==> src/hdl/hdtx_pkg.sv <==
// hdtx_pkg: register map, field positions, codes and states of the hdlc transmit controller.
// assumes: single-clock design on sys_clk; registers reached over ahb-lite, one word each.
package hdtx_pkg;

	// register byte addresses, one aligned word each
	localparam logic [7:0] HDTX_OFF_CTRL_A   = 8'h00;
	localparam logic [7:0] HDTX_OFF_CTRL_B   = 8'h04;
	localparam logic [7:0] HDTX_OFF_SUPPRESS = 8'h08;
	localparam logic [7:0] HDTX_OFF_FIFO_CTL = 8'h0c;
	localparam logic [7:0] HDTX_OFF_LIVE     = 8'h10;
	localparam logic [7:0] HDTX_OFF_LATCHED  = 8'h14;
	localparam logic [7:0] HDTX_OFF_MASK     = 8'h18;
	localparam logic [7:0] HDTX_OFF_SPACE    = 8'h1c;
	localparam logic [7:0] HDTX_OFF_DATA     = 8'h20;

	localparam logic [7:0] HDTX_RST_VAL      = 8'h00;

	// hdlc_tx_control_a fields
	localparam int HDTX_CA_CRC_DEFEAT   = 0;
	localparam int HDTX_CA_ZS_DEFEAT    = 1;
	localparam int HDTX_CA_EOM          = 2;
	localparam int HDTX_CA_FILL_SEL     = 3;
	localparam int HDTX_CA_MAP_SEL      = 4;
	localparam int HDTX_CA_CTRL_RESET   = 5;
	localparam int HDTX_CA_END_LOOP     = 6;
	localparam int HDTX_CA_FLAG_CNT     = 7;
	// hdlc_tx_control_b fields
	localparam int HDTX_CB_CHAN_MSB     = 4;
	localparam int HDTX_CB_ENABLE       = 5;
	localparam int HDTX_CB_ABORT        = 7;
	// fifo control field
	localparam int HDTX_FC_WM_MSB       = 1;
	// live and latched status bit positions
	localparam int HDTX_ST_NOT_FULL     = 0;
	localparam int HDTX_ST_BELOW_WM     = 1;
	localparam int HDTX_ST_FULL         = 2;
	localparam int HDTX_ST_EMPTY        = 3;
	localparam int HDTX_EV_MSG_END      = 2;
	localparam int HDTX_EV_UNDERRUN     = 3;
	localparam int HDTX_EV_BITS         = 4;

	// fifo geometry: 64 entries, 7-bit pointers, entry = {loop, eom, data}
	localparam int         HDTX_FIFO_DEPTH = 64;
	localparam int         HDTX_PTR_W      = 7;
	localparam int         HDTX_ENTRY_W    = 10;
	localparam logic [6:0] HDTX_FIFO_SIZE  = 7'h40;
	// ascending low-watermark thresholds for select codes 0..3
	localparam logic [6:0] HDTX_WM_LVL0    = 7'h04;
	localparam logic [6:0] HDTX_WM_LVL1    = 7'h10;
	localparam logic [6:0] HDTX_WM_LVL2    = 7'h20;
	localparam logic [6:0] HDTX_WM_LVL3    = 7'h30;

	// octets on the line
	localparam logic [7:0]  HDTX_FLAG      = 8'h7e;
	localparam logic [7:0]  HDTX_IDLE      = 8'hff;
	localparam logic [7:0]  HDTX_ABORT     = 8'hfe;
	localparam logic [15:0] HDTX_CRC_INIT  = 16'hffff;
	localparam logic [15:0] HDTX_CRC_POLY  = 16'h8408;
	localparam logic [2:0]  HDTX_STUFF_RUN = 3'h5;
	localparam logic [2:0]  HDTX_LAST_BIT  = 3'h7;

	// sa bit numbering on the framer side; 0 means an fdl bit
	localparam logic [3:0]  HDTX_SA_LOW    = 4'h4;
	localparam logic [3:0]  HDTX_SA_HIGH   = 4'h8;

	typedef enum logic [2:0] {
		HDTX_ST_FILL  = 3'b000,
		HDTX_ST_FLAGS = 3'b001,
		HDTX_ST_DATA  = 3'b010,
		HDTX_ST_CRC   = 3'b011,
		HDTX_ST_ABORT = 3'b100
	} hdtx_state_e;

endpackage : hdtx_pkg

==> src/hdl/hdtx_controller.sv <==
// hdtx_controller: transmit hdlc controller with 64-byte fifo, ahb-lite register slave,
// bit serialiser into a framer time slot or the fdl/sa overhead bits.
// assumes: framer strobes one bit opportunity at a time on sys_clk; zero-wait ahb-lite master.
// Function
// - append two crc bytes unless defeated
// - stuff zero after five ones unless defeated
// - end-of-message mark closes message after byte
// - fill with 7e or ff between messages
// - mapping select: channel or fdl/sa bits
// - reset bit edge flushes fifo, sends abort
// - end-and-loop repeats the message with crc
// - loop ends on clear or new message
// - one or two flags between messages
// - five-bit channel select and enable bit
// - abort bit edge flushes, sends one fe
// - eight suppress bits block slot bit positions
// - below-watermark live while fill under threshold
// - live status: not-full, below, full, empty
// - latched bits hold until read
// - write ones clears only those latched bits
// - masked latched events pull int_n low
// - not-full and watermark events on rising edge
// - message-end event after message sent
// - empty before end mark: underrun, abort
// - seven-bit free space count, reset zero
// - data register pushes byte, bit0 lsb
`timescale 1ns/1ns
module hdtx_controller
	import hdtx_pkg::*;
(
	input  wire logic        sys_clk,
	input  wire logic        nrst,
	input  wire logic        hsel,
	input  wire logic [7:0]  haddr,
	input  wire logic [1:0]  htrans,
	input  wire logic        hwrite,
	input  wire logic [2:0]  hsize,
	input  wire logic [31:0] hwdata,
	input  wire logic        hready,
	output logic             hreadyout,
	output logic [31:0]      hrdata,
	output logic             hresp,
	input  wire logic        fr_bit_strobe,
	input  wire logic [4:0]  fr_chan,
	input  wire logic [2:0]  fr_bit_pos,
	input  wire logic        fr_oh_bit,
	input  wire logic [3:0]  fr_sa_num,
	output logic             hdlc_bit,
	output logic             hdlc_bit_valid,
	output logic             int_n
);

	////////////////////////////////////////////////////////////////////////////////
	// registers and state
	logic [7:0]              ctrl_a_reg, ctrl_b_reg, supp_reg, fifo_ctl_reg, mask_reg;
	logic [HDTX_EV_BITS-1:0] lat_reg, lat_next;
	logic [6:0]              space_reg;
	logic [31:0]             rdata_reg;
	logic                    wr_pend_reg;
	logic [7:0]              wr_addr_reg;
	logic                    abort_prev_reg, creset_prev_reg;
	logic                    nf_prev_reg, bw_prev_reg;
	logic [HDTX_ENTRY_W-1:0] mem_reg [HDTX_FIFO_DEPTH];
	logic [HDTX_PTR_W-1:0]   wr_ptr_reg, rd_ptr_reg, msg_start_reg;
	hdtx_state_e             state_reg, state_next;
	logic [7:0]              sh_reg, sh_next;
	logic [2:0]              cnt_reg, ones_reg;
	logic [15:0]             crc_reg;
	logic [7:0]              crc_hi_reg;
	logic                    crc_hi_pend_reg, eom_reg, loop_reg, extra_flag_reg, extra_next;
	logic                    out_bit_reg, out_valid_reg;

	////////////////////////////////////////////////////////////////////////////////
	// ahb-lite slave: zero wait, always okay; reads are taken in the address phase
	wire        addr_ok  = hsel && htrans[1] && hready;
	wire        rd_req   = addr_ok && !hwrite;
	wire        wr_data  = wr_pend_reg;
	wire [7:0]  wbyte    = hwdata[7:0];
	wire        wr_ca    = wr_data && (wr_addr_reg == HDTX_OFF_CTRL_A);
	wire        wr_cb    = wr_data && (wr_addr_reg == HDTX_OFF_CTRL_B);
	wire        wr_sup   = wr_data && (wr_addr_reg == HDTX_OFF_SUPPRESS);
	wire        wr_fc    = wr_data && (wr_addr_reg == HDTX_OFF_FIFO_CTL);
	wire        wr_lat   = wr_data && (wr_addr_reg == HDTX_OFF_LATCHED);
	wire        wr_mask  = wr_data && (wr_addr_reg == HDTX_OFF_MASK);
	wire        wr_fifo  = wr_data && (wr_addr_reg == HDTX_OFF_DATA);
	wire        rd_lat   = rd_req && (haddr == HDTX_OFF_LATCHED);
	assign hreadyout = 1'b1;
	assign hresp     = 1'b0;
	assign hrdata    = rdata_reg;

	////////////////////////////////////////////////////////////////////////////////
	// fifo level and live status
	wire [6:0] fill_w    = wr_ptr_reg - rd_ptr_reg;
	wire [6:0] space_w   = HDTX_FIFO_SIZE - fill_w;
	wire       empty_w   = (fill_w == 7'h00);
	wire       full_w    = (fill_w == HDTX_FIFO_SIZE);
	wire       nfull_w   = !full_w;
	wire [1:0] wm_sel    = fifo_ctl_reg[HDTX_FC_WM_MSB:0];
	wire [6:0] wm_lvl    = (wm_sel == 2'h0) ? HDTX_WM_LVL0 :
	                       (wm_sel == 2'h1) ? HDTX_WM_LVL1 :
	                       (wm_sel == 2'h2) ? HDTX_WM_LVL2 : HDTX_WM_LVL3;
	wire       below_w   = (fill_w < wm_lvl);
	wire [7:0] live_w    = {4'h0, empty_w, full_w, below_w, nfull_w};
	wire [7:0] rd_mux    = (haddr == HDTX_OFF_CTRL_A)   ? ctrl_a_reg :
	                       (haddr == HDTX_OFF_CTRL_B)   ? ctrl_b_reg :
	                       (haddr == HDTX_OFF_SUPPRESS) ? supp_reg :
	                       (haddr == HDTX_OFF_FIFO_CTL) ? fifo_ctl_reg :
	                       (haddr == HDTX_OFF_LIVE)     ? live_w :
	                       (haddr == HDTX_OFF_LATCHED)  ? {4'h0, lat_reg} :
	                       (haddr == HDTX_OFF_MASK)     ? mask_reg :
	                       (haddr == HDTX_OFF_SPACE)    ? {1'b0, space_reg} : 8'h00;

	////////////////////////////////////////////////////////////////////////////////
	// control edges: reset and abort act on a 0-to-1 change only
	wire creset_edge = ctrl_a_reg[HDTX_CA_CTRL_RESET] && !creset_prev_reg;
	wire abort_edge  = ctrl_b_reg[HDTX_CB_ABORT] && !abort_prev_reg;
	wire flush       = creset_edge || abort_edge;
	wire push        = wr_fifo && !full_w;
	wire ctl_enable  = ctrl_b_reg[HDTX_CB_ENABLE];
	wire zs_defeat   = ctrl_a_reg[HDTX_CA_ZS_DEFEAT];
	wire two_flags   = ctrl_a_reg[HDTX_CA_FLAG_CNT];
	wire [7:0] fill_byte = ctrl_a_reg[HDTX_CA_FILL_SEL] ? HDTX_IDLE : HDTX_FLAG;

	////////////////////////////////////////////////////////////////////////////////
	// slot selection: which framer bit opportunities carry hdlc bits
	wire [3:0] sa_idx   = HDTX_SA_HIGH - fr_sa_num;
	wire       sa_range = (fr_sa_num >= HDTX_SA_LOW) && (fr_sa_num <= HDTX_SA_HIGH);
	wire       oh_ok    = fr_oh_bit && ((fr_sa_num == 4'h0) ||
	                      (sa_range && !supp_reg[sa_idx[2:0]]));
	wire       ch_ok    = !fr_oh_bit && (fr_chan == ctrl_b_reg[HDTX_CB_CHAN_MSB:0]) &&
	                      !supp_reg[fr_bit_pos];
	wire       slot_ok  = ctrl_a_reg[HDTX_CA_MAP_SEL] ? oh_ok : ch_ok;
	wire       tick     = fr_bit_strobe && ctl_enable && slot_ok;

	////////////////////////////////////////////////////////////////////////////////
	// bit engine: stuffing, crc and byte boundaries
	// a pending stuff is honoured even on the first flag bit after the crc
	wire        stuff_now = !zs_defeat && (ones_reg == HDTX_STUFF_RUN);
	wire        tx_bit    = stuff_now ? 1'b0 : sh_reg[0];
	wire        in_msg    = (state_reg == HDTX_ST_DATA) || (state_reg == HDTX_ST_CRC);
	wire        crc_fb    = crc_reg[0] ^ sh_reg[0];
	wire [15:0] crc_upd   = {1'b0, crc_reg[15:1]} ^ (crc_fb ? HDTX_CRC_POLY : 16'h0000);
	wire        byte_done = tick && !stuff_now && (cnt_reg == HDTX_LAST_BIT);
	wire [HDTX_ENTRY_W-1:0] head = mem_reg[rd_ptr_reg[5:0]];
	// loop restarts only while nothing new waits in the fifo
	wire loop_again = loop_reg && ctrl_a_reg[HDTX_CA_END_LOOP] && empty_w;
	logic pop, restart, msg_end, underrun, load_crc;
	always_comb begin
		state_next = state_reg;
		sh_next    = fill_byte;
		extra_next = 1'b0;
		pop        = 1'b0;
		restart    = 1'b0;
		msg_end    = 1'b0;
		underrun   = 1'b0;
		load_crc   = 1'b0;
		case (state_reg)
			HDTX_ST_FILL: begin
				if (!empty_w) begin
					state_next = HDTX_ST_FLAGS;
					sh_next    = HDTX_FLAG;
				end
			end
			HDTX_ST_FLAGS: begin
				if (extra_flag_reg) begin
					sh_next = HDTX_FLAG;
				end else if (!empty_w) begin
					state_next = HDTX_ST_DATA;
					sh_next    = head[7:0];
					pop        = 1'b1;
				end else begin
					state_next = HDTX_ST_FILL;
				end
			end
			HDTX_ST_DATA: begin
				if (eom_reg && !ctrl_a_reg[HDTX_CA_CRC_DEFEAT]) begin
					state_next = HDTX_ST_CRC;
					sh_next    = ~crc_upd[7:0];
					load_crc   = 1'b1;
				end else if (eom_reg) begin
					state_next = HDTX_ST_FLAGS;
					sh_next    = HDTX_FLAG;
					extra_next = two_flags;
					msg_end    = 1'b1;
					restart    = loop_again;
				end else if (!empty_w) begin
					sh_next = head[7:0];
					pop     = 1'b1;
				end else begin
					state_next = HDTX_ST_ABORT;
					sh_next    = HDTX_ABORT;
					underrun   = 1'b1;
				end
			end
			HDTX_ST_CRC: begin
				if (crc_hi_pend_reg) begin
					sh_next = crc_hi_reg;
				end else begin
					state_next = HDTX_ST_FLAGS;
					sh_next    = HDTX_FLAG;
					extra_next = two_flags;
					msg_end    = 1'b1;
					restart    = loop_again;
				end
			end
			HDTX_ST_ABORT: begin
				state_next = HDTX_ST_FILL;
			end
			default: begin
				state_next = HDTX_ST_FILL;
			end
		endcase
	end

	wire do_pop     = byte_done && pop;
	wire do_restart = byte_done && restart;
	wire ev_end     = byte_done && msg_end;
	wire ev_udr     = byte_done && underrun;
	always_ff @(posedge sys_clk) begin
		if (!nrst || flush) begin
			state_reg <= flush ? HDTX_ST_ABORT : HDTX_ST_FILL;
			sh_reg    <= flush ? HDTX_ABORT : HDTX_IDLE;
			cnt_reg   <= 3'h0;
			ones_reg  <= 3'h0;
		end else if (tick) begin
			ones_reg <= (stuff_now || !tx_bit || !in_msg || zs_defeat) ? 3'h0 : ones_reg + 3'h1;
			if (byte_done) begin
				state_reg <= state_next;
				sh_reg    <= sh_next;
				cnt_reg   <= 3'h0;
			end else if (!stuff_now) begin
				sh_reg  <= {1'b0, sh_reg[7:1]};
				cnt_reg <= cnt_reg + 3'h1;
			end
		end
	end

	always_ff @(posedge sys_clk) begin
		if (!nrst) begin
			crc_reg         <= HDTX_CRC_INIT;
			crc_hi_reg      <= 8'h00;
			crc_hi_pend_reg <= 1'b0;
			eom_reg         <= 1'b0;
			loop_reg        <= 1'b0;
			extra_flag_reg  <= 1'b0;
		end else if (tick && !stuff_now) begin
			if (state_reg == HDTX_ST_DATA)
				crc_reg <= crc_upd;
			if (byte_done && state_reg != HDTX_ST_DATA)
				crc_reg <= HDTX_CRC_INIT;
			if (byte_done) begin
				extra_flag_reg  <= extra_next;
				crc_hi_pend_reg <= load_crc;
				if (load_crc)
					crc_hi_reg <= ~crc_upd[15:8];
				if (do_pop) begin
					eom_reg  <= head[8];
					loop_reg <= head[9];
				end
			end
		end
	end

	////////////////////////////////////////////////////////////////////////////////
	// fifo storage and pointers
	always_ff @(posedge sys_clk) begin
		if (push)
			mem_reg[wr_ptr_reg[5:0]] <= {ctrl_a_reg[HDTX_CA_END_LOOP],
			                            ctrl_a_reg[HDTX_CA_EOM] | ctrl_a_reg[HDTX_CA_END_LOOP], wbyte};
	end

	always_ff @(posedge sys_clk) begin
		if (!nrst) begin
			wr_ptr_reg    <= 7'h00;
			rd_ptr_reg    <= 7'h00;
			msg_start_reg <= 7'h00;
		end else begin
			if (push)
				wr_ptr_reg <= wr_ptr_reg + 7'h01;
			if (flush)
				rd_ptr_reg <= wr_ptr_reg;
			else if (do_restart)
				rd_ptr_reg <= msg_start_reg;
			else if (do_pop)
				rd_ptr_reg <= rd_ptr_reg + 7'h01;
			if (do_pop && state_reg == HDTX_ST_FLAGS)
				msg_start_reg <= rd_ptr_reg;
		end
	end

	////////////////////////////////////////////////////////////////////////////////
	// register file, latched events and interrupt
	wire [HDTX_EV_BITS-1:0] ev_set = {ev_udr, ev_end,
	                                  below_w && !bw_prev_reg, nfull_w && !nf_prev_reg};
	wire [HDTX_EV_BITS-1:0] ev_clr = (rd_lat ? {HDTX_EV_BITS{1'b1}} : '0) |
	                                 (wr_lat ? wbyte[HDTX_EV_BITS-1:0] : '0);
	assign lat_next = (lat_reg & ~ev_clr) | ev_set;
	always_ff @(posedge sys_clk) begin
		if (!nrst) begin
			ctrl_a_reg   <= HDTX_RST_VAL;
			ctrl_b_reg   <= HDTX_RST_VAL;
			supp_reg     <= HDTX_RST_VAL;
			fifo_ctl_reg <= HDTX_RST_VAL;
			mask_reg     <= HDTX_RST_VAL;
		end else begin
			if (wr_ca)   ctrl_a_reg   <= wbyte;
			if (wr_cb)   ctrl_b_reg   <= wbyte;
			if (wr_sup)  supp_reg     <= wbyte;
			if (wr_fc)   fifo_ctl_reg <= wbyte;
			if (wr_mask) mask_reg     <= wbyte;
		end
	end

	// previous levels start at "already true" so reset itself raises no event
	always_ff @(posedge sys_clk) begin
		if (!nrst) begin
			lat_reg         <= '0;
			nf_prev_reg     <= 1'b1;
			bw_prev_reg     <= 1'b1;
			abort_prev_reg  <= 1'b0;
			creset_prev_reg <= 1'b0;
			space_reg       <= 7'h00;
			rdata_reg       <= 32'h0000_0000;
			wr_pend_reg     <= 1'b0;
			wr_addr_reg     <= 8'h00;
		end else begin
			lat_reg         <= lat_next;
			nf_prev_reg     <= nfull_w;
			bw_prev_reg     <= below_w;
			abort_prev_reg  <= ctrl_b_reg[HDTX_CB_ABORT];
			creset_prev_reg <= ctrl_a_reg[HDTX_CA_CTRL_RESET];
			space_reg       <= space_w;
			wr_pend_reg     <= addr_ok && hwrite;
			wr_addr_reg     <= haddr;
			if (rd_req)
				rdata_reg <= {24'h000000, rd_mux};
		end
	end

	assign int_n = !(|(lat_reg & mask_reg[HDTX_EV_BITS-1:0]));

	////////////////////////////////////////////////////////////////////////////////
	// serial output towards the framer
	always_ff @(posedge sys_clk) begin
		if (!nrst) begin
			out_bit_reg   <= 1'b1;
			out_valid_reg <= 1'b0;
		end else begin
			out_valid_reg <= tick;
			if (tick)
				out_bit_reg <= tx_bit;
		end
	end

	assign hdlc_bit       = out_bit_reg;
	assign hdlc_bit_valid = out_valid_reg;

	////////////////////////////////////////////////////////////////////////////////
	// checks
	logic [2:0] run_reg;
	always_ff @(posedge sys_clk) begin
		if (!nrst)
			run_reg <= 3'h0;
		else if (tick)
			run_reg <= (tx_bit && in_msg) ? ((run_reg == HDTX_LAST_BIT) ? run_reg : run_reg + 3'h1) : 3'h0;
	end
	a_stuff_run: assert property (@(posedge sys_clk) disable iff (!nrst)
		!zs_defeat |-> run_reg <= HDTX_STUFF_RUN) else $error("more than five ones inside a message");
	a_full_space: assert property (@(posedge sys_clk) disable iff (!nrst)
		full_w |=> (space_reg == 7'h00) || $past(push) || $past(do_pop) || $past(flush))
		else $error("full fifo but space count not zero");
	a_abort_flush: assert property (@(posedge sys_clk) disable iff (!nrst)
		abort_edge |=> empty_w && state_reg == HDTX_ST_ABORT && sh_reg == HDTX_ABORT)
		else $error("abort did not flush and send fe");
	a_reset_flush: assert property (@(posedge sys_clk) disable iff (!nrst)
		creset_edge |=> empty_w && state_reg == HDTX_ST_ABORT) else $error("controller reset did not flush");
	a_udr_event: assert property (@(posedge sys_clk) disable iff (!nrst)
		ev_udr && !flush |=> lat_reg[HDTX_EV_UNDERRUN] && state_reg == HDTX_ST_ABORT)
		else $error("underrun not flagged with abort");
	a_end_event: assert property (@(posedge sys_clk) disable iff (!nrst)
		ev_end |=> lat_reg[HDTX_EV_MSG_END]) else $error("message end not latched");
	a_nf_edge: assert property (@(posedge sys_clk) disable iff (!nrst)
		$rose(nfull_w) |-> ##0 lat_reg[HDTX_ST_NOT_FULL] ##1 1'b1 or ##1 lat_reg[HDTX_ST_NOT_FULL])
		else $error("not-full edge not latched");
	a_irq_low: assert property (@(posedge sys_clk) disable iff (!nrst)
		ev_end && mask_reg[HDTX_EV_MSG_END] |=> !int_n) else $error("masked-in event left int_n high");
	a_slot_claim: assert property (@(posedge sys_clk) disable iff (!nrst)
		fr_bit_strobe && ctl_enable && !ctrl_a_reg[HDTX_CA_MAP_SEL] && !fr_oh_bit &&
		fr_chan == ctrl_b_reg[HDTX_CB_CHAN_MSB:0] |=> hdlc_bit_valid == !$past(supp_reg[fr_bit_pos]))
		else $error("slot bit claim disagrees with suppress mask");

	c_msg_end: cover property (@(posedge sys_clk) disable iff (!nrst) ev_end);
	c_loop: cover property (@(posedge sys_clk) disable iff (!nrst) do_restart);
	c_underrun: cover property (@(posedge sys_clk) disable iff (!nrst) ev_udr);
	c_stuff: cover property (@(posedge sys_clk) disable iff (!nrst) tick && stuff_now && in_msg);

endmodule : hdtx_controller

==> config.mk <==
export PLATFORM = sky130hd
export DESIGN_NAME = hdtx_controller
export DESIGN_NICKNAME = d
export VERILOG_FILES = /design/src/hdl/hdtx_pkg.sv /design/src/hdl/hdtx_controller.sv
export SDC_FILE = /design/constraint.sdc
export NUM_CORES = 1
export LEC_CHECK = 0
export BUFFER_PORTS_ARGS = -buffer_cell sky130_fd_sc_hd__buf_2
export CORE_ASPECT_RATIO = 0.8
export CORE_MARGIN = 3
export CORE_UTILIZATION = 58
export CTS_CLUSTER_SIZE = 12
export DETAILED_ROUTE_END_ITERATION = 10
export HOLD_SLACK_MARGIN = 0.1
export PLACE_DENSITY = 0.85
export SYNTH_ARGS = -nofsm -noshare
export SYNTH_HDL_FRONTEND = slang
export SYNTH_SLANG_ARGS = --single-unit
==> constraint.sdc <==
create_clock -name sys_clk -period 4.24 [get_ports sys_clk]
set_clock_uncertainty 0.05 [all_clocks]
set_input_delay 0.212 -clock sys_clk [delete_from_list [all_inputs] [get_ports sys_clk]]
set_output_delay 0.212 -clock sys_clk [all_outputs]
set_load 0.02 [all_outputs]
==> results.md, run 1 <==
- Status: complete, no violations
- Synth Area in Adders: 0.6914%
- Netlist cell types: 71
- Remaining Overflow, GRT: 0
- Synth area leaders: edfxtp_1, mux4_2, dfxtp_1
- EDFF count, synth: roughly 650
- Post-route DRC violation count: 0
- Fin crit share: roughly 96%
- Post-synthesis mux area share: roughly 14%
- Global-route wire length before repair: approximately 120000 um
- Worst-skew pair later-pin latency: roughly 0.62 ns
- Vias in the first global route: between 15k and 20k
- Layout Cells excl Fill: 2811
- Die W: roughly 270 um
- Largest family of logic cells by synthesized area: multiplexers
- Max reg flops: 640
- Area of the die: ~0.058 sq mm
- Initial DRC Count: around 2.7k
- Async SR Flop Fraction: 0%
- Placed insts: about 2.7k
- Initial antenna violation count: 1
- Compound-cell area share of the yosys netlist: 5.225%
- Max-slew violations: 0
- Least-Margin Pin Slew: 1.226 ns
- Psw: approximately 3.0 mW
- CTS max path bufs: 3
- Combinational power share: roughly 2.1%
- Top cell type's share of synthesized area: slightly above 60%
- Synthesis Warnings: 0
- First-pass DRT Iterations: 6
- Post-synthesis sequential area ratio: around 70%
- Port Buffers: 46
- Largest net degree at the start of global routing: 70
- Total CTS buffers: 78
- Top FF cell, synth: edfxtp_1
- CTS tree: done
- Synth Instances: just under 2k
- Hold slack final: about 0.15 ns
- Nets@finish: 2152
- Cell Rows: 76
- VDD IR max: around 0.00028 V
- Crit end category: flip-flop
- WP data required: 4.49 ns
- Worst-path fanout max: 10
- H-tree depth: 3
- Mapped Area: 0.03185 sq mm
- # clock sinks: around 790
- Die H: between 200 and 250 um
- FMAX: ~0.24 GHz
- Setup_tns: 0 ns
- DPL Wire Length: between 40000 and 50000 um
- Worst endpoint data arrival time: about 4.3 ns
- Pwr Density: about 420 mW/mm^2
- Detailed-route vias per instance: 6.720
- Layout cells sized above 1: between 20% and 30%
- CP Launch Type: flip-flop
- Initial Util: between 50% and 60%
- Boundary Pins: approximately 100
- Commonest non-fill, non-tap cell in the layout: edfxtp_1
- ANT nets after route: 0
- Synth area leader: edfxtp_1
- Synth Area in Simple Gates: under 10%
- RSZ-0062 raised after global routing: false
- Hold Path Class: input pin to flip-flop
- Clock root cell: clkbuf_16
- # diodes: 0
- Min cycle time layout: approximately 4.1 ns
- Static Leak: roughly 12 nW
- Hold Vio Cnt, Final: 0
- Utilization after layout: approximately 66%
- Total track usage: approximately 29%
- Routed length per instance: 28.95 um
- Routability Congestion: between 0.9 and 1
- Most frequent cells in the layout: edfxtp_1, mux4_2, nor2_1, dfxtp_1
- Layout area overhead: 12.37%
- Sequential Power Share: 55.7%
- Core box area: between 0.05 and 0.06 sq mm
- Clock power frac: between 40 and 50%
- Max Cap Viol: 0
- CP Class: flip-flop to flip-flop
- Clock slew at reported path FFs: 0.06 ns
- Internal power: roughly 12 mW
- Switching Share: about a fifth
- # setup viols final: 0
- XOR/XNOR Fraction of Synth Area: less than 1%
- Via count: around 19k
- Synthesized area per cell: 16.58 sq um
- Seq cells post-synth: roughly 790
- Worst slew margin: 17.21%
- Routed WL: 81380 um
## kinds of logic (layout without fill, tap and decap cells)
group / count (synthesis) / count (layout)
AO/OA/AOI/OAI: 250 / 250
flip-flops: 786 / 786
adder cells (fa/ha/maj): 17 / 17
multiplexers: 227 / 227
other: 2 / 26
AND/OR/NAND/NOR: 447 / 447
XOR/XNOR: 28 / 28
buffers and inverters: 164 / 328
## metal layers
metal  global-route usage [%]  vias to the layer above  wire length, um
met5                        0                        -                0
met4                    9.757                        0             2962
met3                    6.623                      244            10120
met2                    44.33                     1440            38410
met1                    41.46                     9402            29880
li1                         -                     7805                -
## power groups by stage
| stage | combinational, mW | sequential (mW) | clock, mW |
|---|---|---|---|
| after floorplan | 0.149 | 8.52 | 0 |
| after global placement | 0.278 | 8.51 | 0 |
| after detailed placement | 0.292 | 8.52 | 0 |
| after CTS | 0.302 | 8.35 | 6.36 |
| after global routing | 0.331 | 8.35 | 6.64 |
| final | 0.310 | 8.35 | 6.32 |
## area by class of cell
| type | instances | area, sq um |
|---|---|---|
| clock buffer | 107 | 2176 |
| multi-input combinational | 995 | 8950 |
| sequential | 786 | 22260 |
| fill | 3367 | 18320 |
| tap | 702 | 878.3 |
| inverter | 33 | 123.9 |
| timing repair buffer | 177 | 1321 |
| clock inverter | 11 | 76.32 |
## worst max-delay path, stage by stage (launching register included)
cell	delay (ns)
dfxtp_1	0.48
ha_1	0.23
inv_1	0.06
fa_1	0.40
a211oi_1	0.33
nor2_1	0.12
xnor2_1	0.36
nor3_1	0.20
a21oi_2	0.33
nand2_1	0.12
or3_1	0.61
nor2_1	0.22
buf_4	0.24
## path summary, 6_finish.rpt
path | start | endpoint | slack (ns) | cells past startpoint
max | rd_ptr_reg[0] | mem_reg[12][1] | 0.16 | 12
min | hwdata[1] | mem_reg[60][1] | 0.15 | 1
max reg2reg | rd_ptr_reg[0] | mem_reg[12][1] | 0.16 | 12
min reg2reg | crc_reg[12] | crc_hi_reg[3] | 0.42 | 1
## cell usage after synthesis, types with 8 or more instances
cell type	number
a211oi_1	11
a21oi_1	75
a221oi_1	8
a22o_1	13
a22oi_1	24
a31oi_1	8
and2_1	19
buf_1	17
buf_2	25
buf_4	28
clkbuf_1	60
dfxtp_1	135
edfxtp_1	651
ha_1	16
inv_1	32
mux2i_1	37
mux4_2	186
nand2_1	112
nand2b_1	13
nand3_1	43
nand3b_1	11
nand4_1	11
nor2_1	157
nor2b_1	16
nor3_1	24
o211ai_1	9
o21ai_0	24
o22ai_1	32
or3_1	9
xnor2_1	15
xor2_1	13
## per-stage QoR
| step | power [mW] | worst slack [ns] | cell area (sq um) |
|---|---|---|---|
| after floorplan | 8.665 | 0.6084 | 31940 |
| after global placement | 8.792 | 0.4214 | 33380 |
| after detailed placement | 8.807 | 0.2650 | 33380 |
| after CTS | 15.02 | 0.2082 | 35770 |
| after global routing | 15.32 | 0.02532 | 35790 |
| final | 14.98 | 0.1577 | 35790 |
## what timing repair did
action	CTS	global route
buffers inserted	0	1
endpoints found under the setup margin	0	174
hold endpoints to repair	68	0
hold buffers	13	0
gates resized for setup	0	3
Power figures use the tool's default switching activity.
==> run 2, diff against run 1 <==
Clock period 4.24 ns to 5.3 ns, I/O delays scaled along.
==> run 2 against run 1 <==
Net effect:
- power decreased by 19%
- critical path depth decreased by 2
- fmax decreased by 9.8%
- sequential share of layout area increased by 0.35 points
- critical endpoint is now mem_reg[33][0]
- largest cell class unchanged
==> results.md, run 2 (same netlist as run 1, synthesis figures left out) <==
- Status: complete, no violations
- Layout cells sized above 1: 21.34% (-1.1 points)
- Max-slew violations: 0 (unchanged)
- CP Launch Type: flip-flop
- FMAX: 0.2209 GHz (-9.8%)
- WP data required: 5.59 ns (+1.10 ns)
- Core box area: 0.05411 sq mm (unchanged)
- # setup viols final: 0 (unchanged)
- CTS max path bufs: 3 (unchanged)
- Worst-path fanout max: 11 (+1)
- Setup_tns: 0 ns (unchanged)
- # clock sinks: 786 (unchanged)
- Die H: 215.6 um (unchanged)
- Initial DRC Count: 3377 (+24%)
- Remaining Overflow, GRT: 0 (unchanged)
- CP peak stage delay: 0.81 ns (+0.20 ns)
- First-pass DRT Iterations: 6 (unchanged)
- Nets@finish: 2126 (-1.2%)
- Port Buffers: 46 (unchanged)
- CTS tree: done
- Hold Vio Cnt, Final: 0 (unchanged)
- CP Class: flip-flop to flip-flop
- Detailed-route vias per instance: 6.911 (+2.8%)
- Slowest cell on crit path: or4_1
- Post-CTS Setup Inserts: 0 (unchanged)
- Routed length per instance: 29.66 um (+2.5%)
- Fin crit share: 85.43% (-11 points)
- Routability Congestion: 0.8872 (-1.5%)
- WL met1: 29360 um (-1.7%)
- Layout area overhead: 11.73%
- Clock root cell: clkbuf_16
- Initial antenna violation count: 4 (+3)
- Most frequent cells in the layout: edfxtp_1, mux4_2, nor2_1, dfxtp_1, nand2_1
- Crit end category: flip-flop
- Commonest non-fill, non-tap cell in the layout: edfxtp_1
- Hold Path Class: input pin to flip-flop
- H-tree depth: 3 (unchanged)
- Total power: 12.08 mW (-19%)
- Worst-skew pair later-pin latency: 0.63 ns (about the same)
- Least-Margin Pin Slew: 1.287 ns (+0.06057 ns)
- Worst slew margin: 14.03% (-3.2 points)
- Cell Chain, Critical Path: ha_1 > or3b_2 > o211a_1 > o311ai_1 > nor3_1 > nand2_1 > nand2_1 > or4_1 > nor2_1 > buf_4
- Area of the die: 0.05778 sq mm (unchanged)
- Clock slew at reported path FFs: 0.06 ns (about the same)
- Routed met2 length: 39330 um (+2.4%)
- Post-route DRC violation count: 0 (unchanged)
- VDD IR max: 0.0002228 V (-21%)
- Wire length on met3: 10280 um (+1.5%)
- Total track usage: 29.27% (+0.44 points)
- CP dominant cell by count: nand2_1
- Global-route wire length before repair: 124100 um (+2.0%)
- Max reg flops: 640 (unchanged)
- Boundary Pins: 101 (unchanged)
- Cell Rows: 76 (unchanged)
- Via count: 19.26k (+2.0%)
- Total CTS buffers: 78 (unchanged)
- Max Cap Viol: 0 (unchanged)
- Uppermost layer routed: met5
- RSZ-0062 raised after global routing: false
- Static Leak: 11.46 nW (-1.1%)
- Worst endpoint data arrival time: 4.82 ns (+0.49 ns)
- Die W: 268 um (unchanged)
- DPL Wire Length: 46410 um (-5.9%)
- Largest net degree at the start of global routing: 71 (+1.4%)
- Min cycle time layout: 4.528 ns (+0.4453 ns)
- Pwr Density: 339.5 mW/mm^2 (-19%)
- # diodes: 0 (unchanged)
- ANT nets after route: 0 (unchanged)
- Routed WL: 82670 um (+1.6%)
- Vias in the first global route: 18.98k (+1.0%)
- Initial Util: 58.87% (unchanged)
## run 2: cell types whose count changed in the layout (fill, tap and decap cells not counted), sizes merged
cell	change
dlygate4sd3	-3
clkinv	-1
clkbuf	+3
buf	-23
bufinv	+1
inv	-1
## run 2: critical path: cells and delay by family, from the launching register on
| kind | cells | cell delay, ns |
|---|---|---|
| compound gates | 2 | 0.28 |
| fa+ha+maj | 1 | 0.38 |
| flops | 1 | 0.77 |
| simple gates | 6 | 2.46 |
| buf+inv | 1 | 0.29 |
## run 2: through the flow
stage	hold slack [ns]	instance area [sq um]	setup slack (ns)	utilization [%]	instances
after global routing	0.1601	35590	0.5352	65.77	2787
after floorplan	0.3139	31940	1.668	-	1945
final	0.1453	35590	0.7724	65.77	2787
after CTS	0.1138	35590	0.8475	65.77	2787
after detailed placement	0.4006	33180	0.9237	61.33	2657
after global placement	0.3928	33180	1.068	61.33	2657
## run 2: timing repair
| action | in CTS | in global routing |
|---|---|---|
| gates resized for setup | 0 | 0 |
| hold buffers | 10 | 0 |
| hold endpoints to repair | 14 | 0 |
## run 2: worst paths after layout
check | start | to | slack, ns | cells past startpoint
min | nrst | crc_reg[14] | 0.15 | 3
max | wr_ptr_reg[4] | mem_reg[33][0] | 0.77 | 10
min reg2reg | ctrl_b_reg[6] | ctrl_b_reg[6] | 0.41 | 2
max reg2reg | wr_ptr_reg[4] | mem_reg[33][0] | 0.77 | 10
## run 2: layer usage
metal  GRT usage (%)  vias to the layer above
li1                -                     7753
met1           40.69                     9631
met2           45.51                     1563
met3           7.284                      309
met4           11.06                        6
met5               0                        -
## run 2: power breakdown
group / internal [mW] / total, mW / leakage [nW] / switching, mW
Clock: 2.89 / 5.15 / 1.12 / 2.26
Combinational: 0.0580 / 0.245 / 3.37 / 0.187
Sequential: 6.67 / 6.68 / 6.98 / 0.0101
Total: 9.62 / 12.1 / 11.5 / 2.46
## run 2: cell type report
type | instances | area, sq um
tap | 702 | 878.3
multi-input combinational | 995 | 8935
clock buffer | 110 | 2168
inverter | 33 | 123.9
timing repair buffer | 151 | 1081
fill | 3306 | 18520
sequential | 786 | 22260
clock inverter | 10 | 137.6
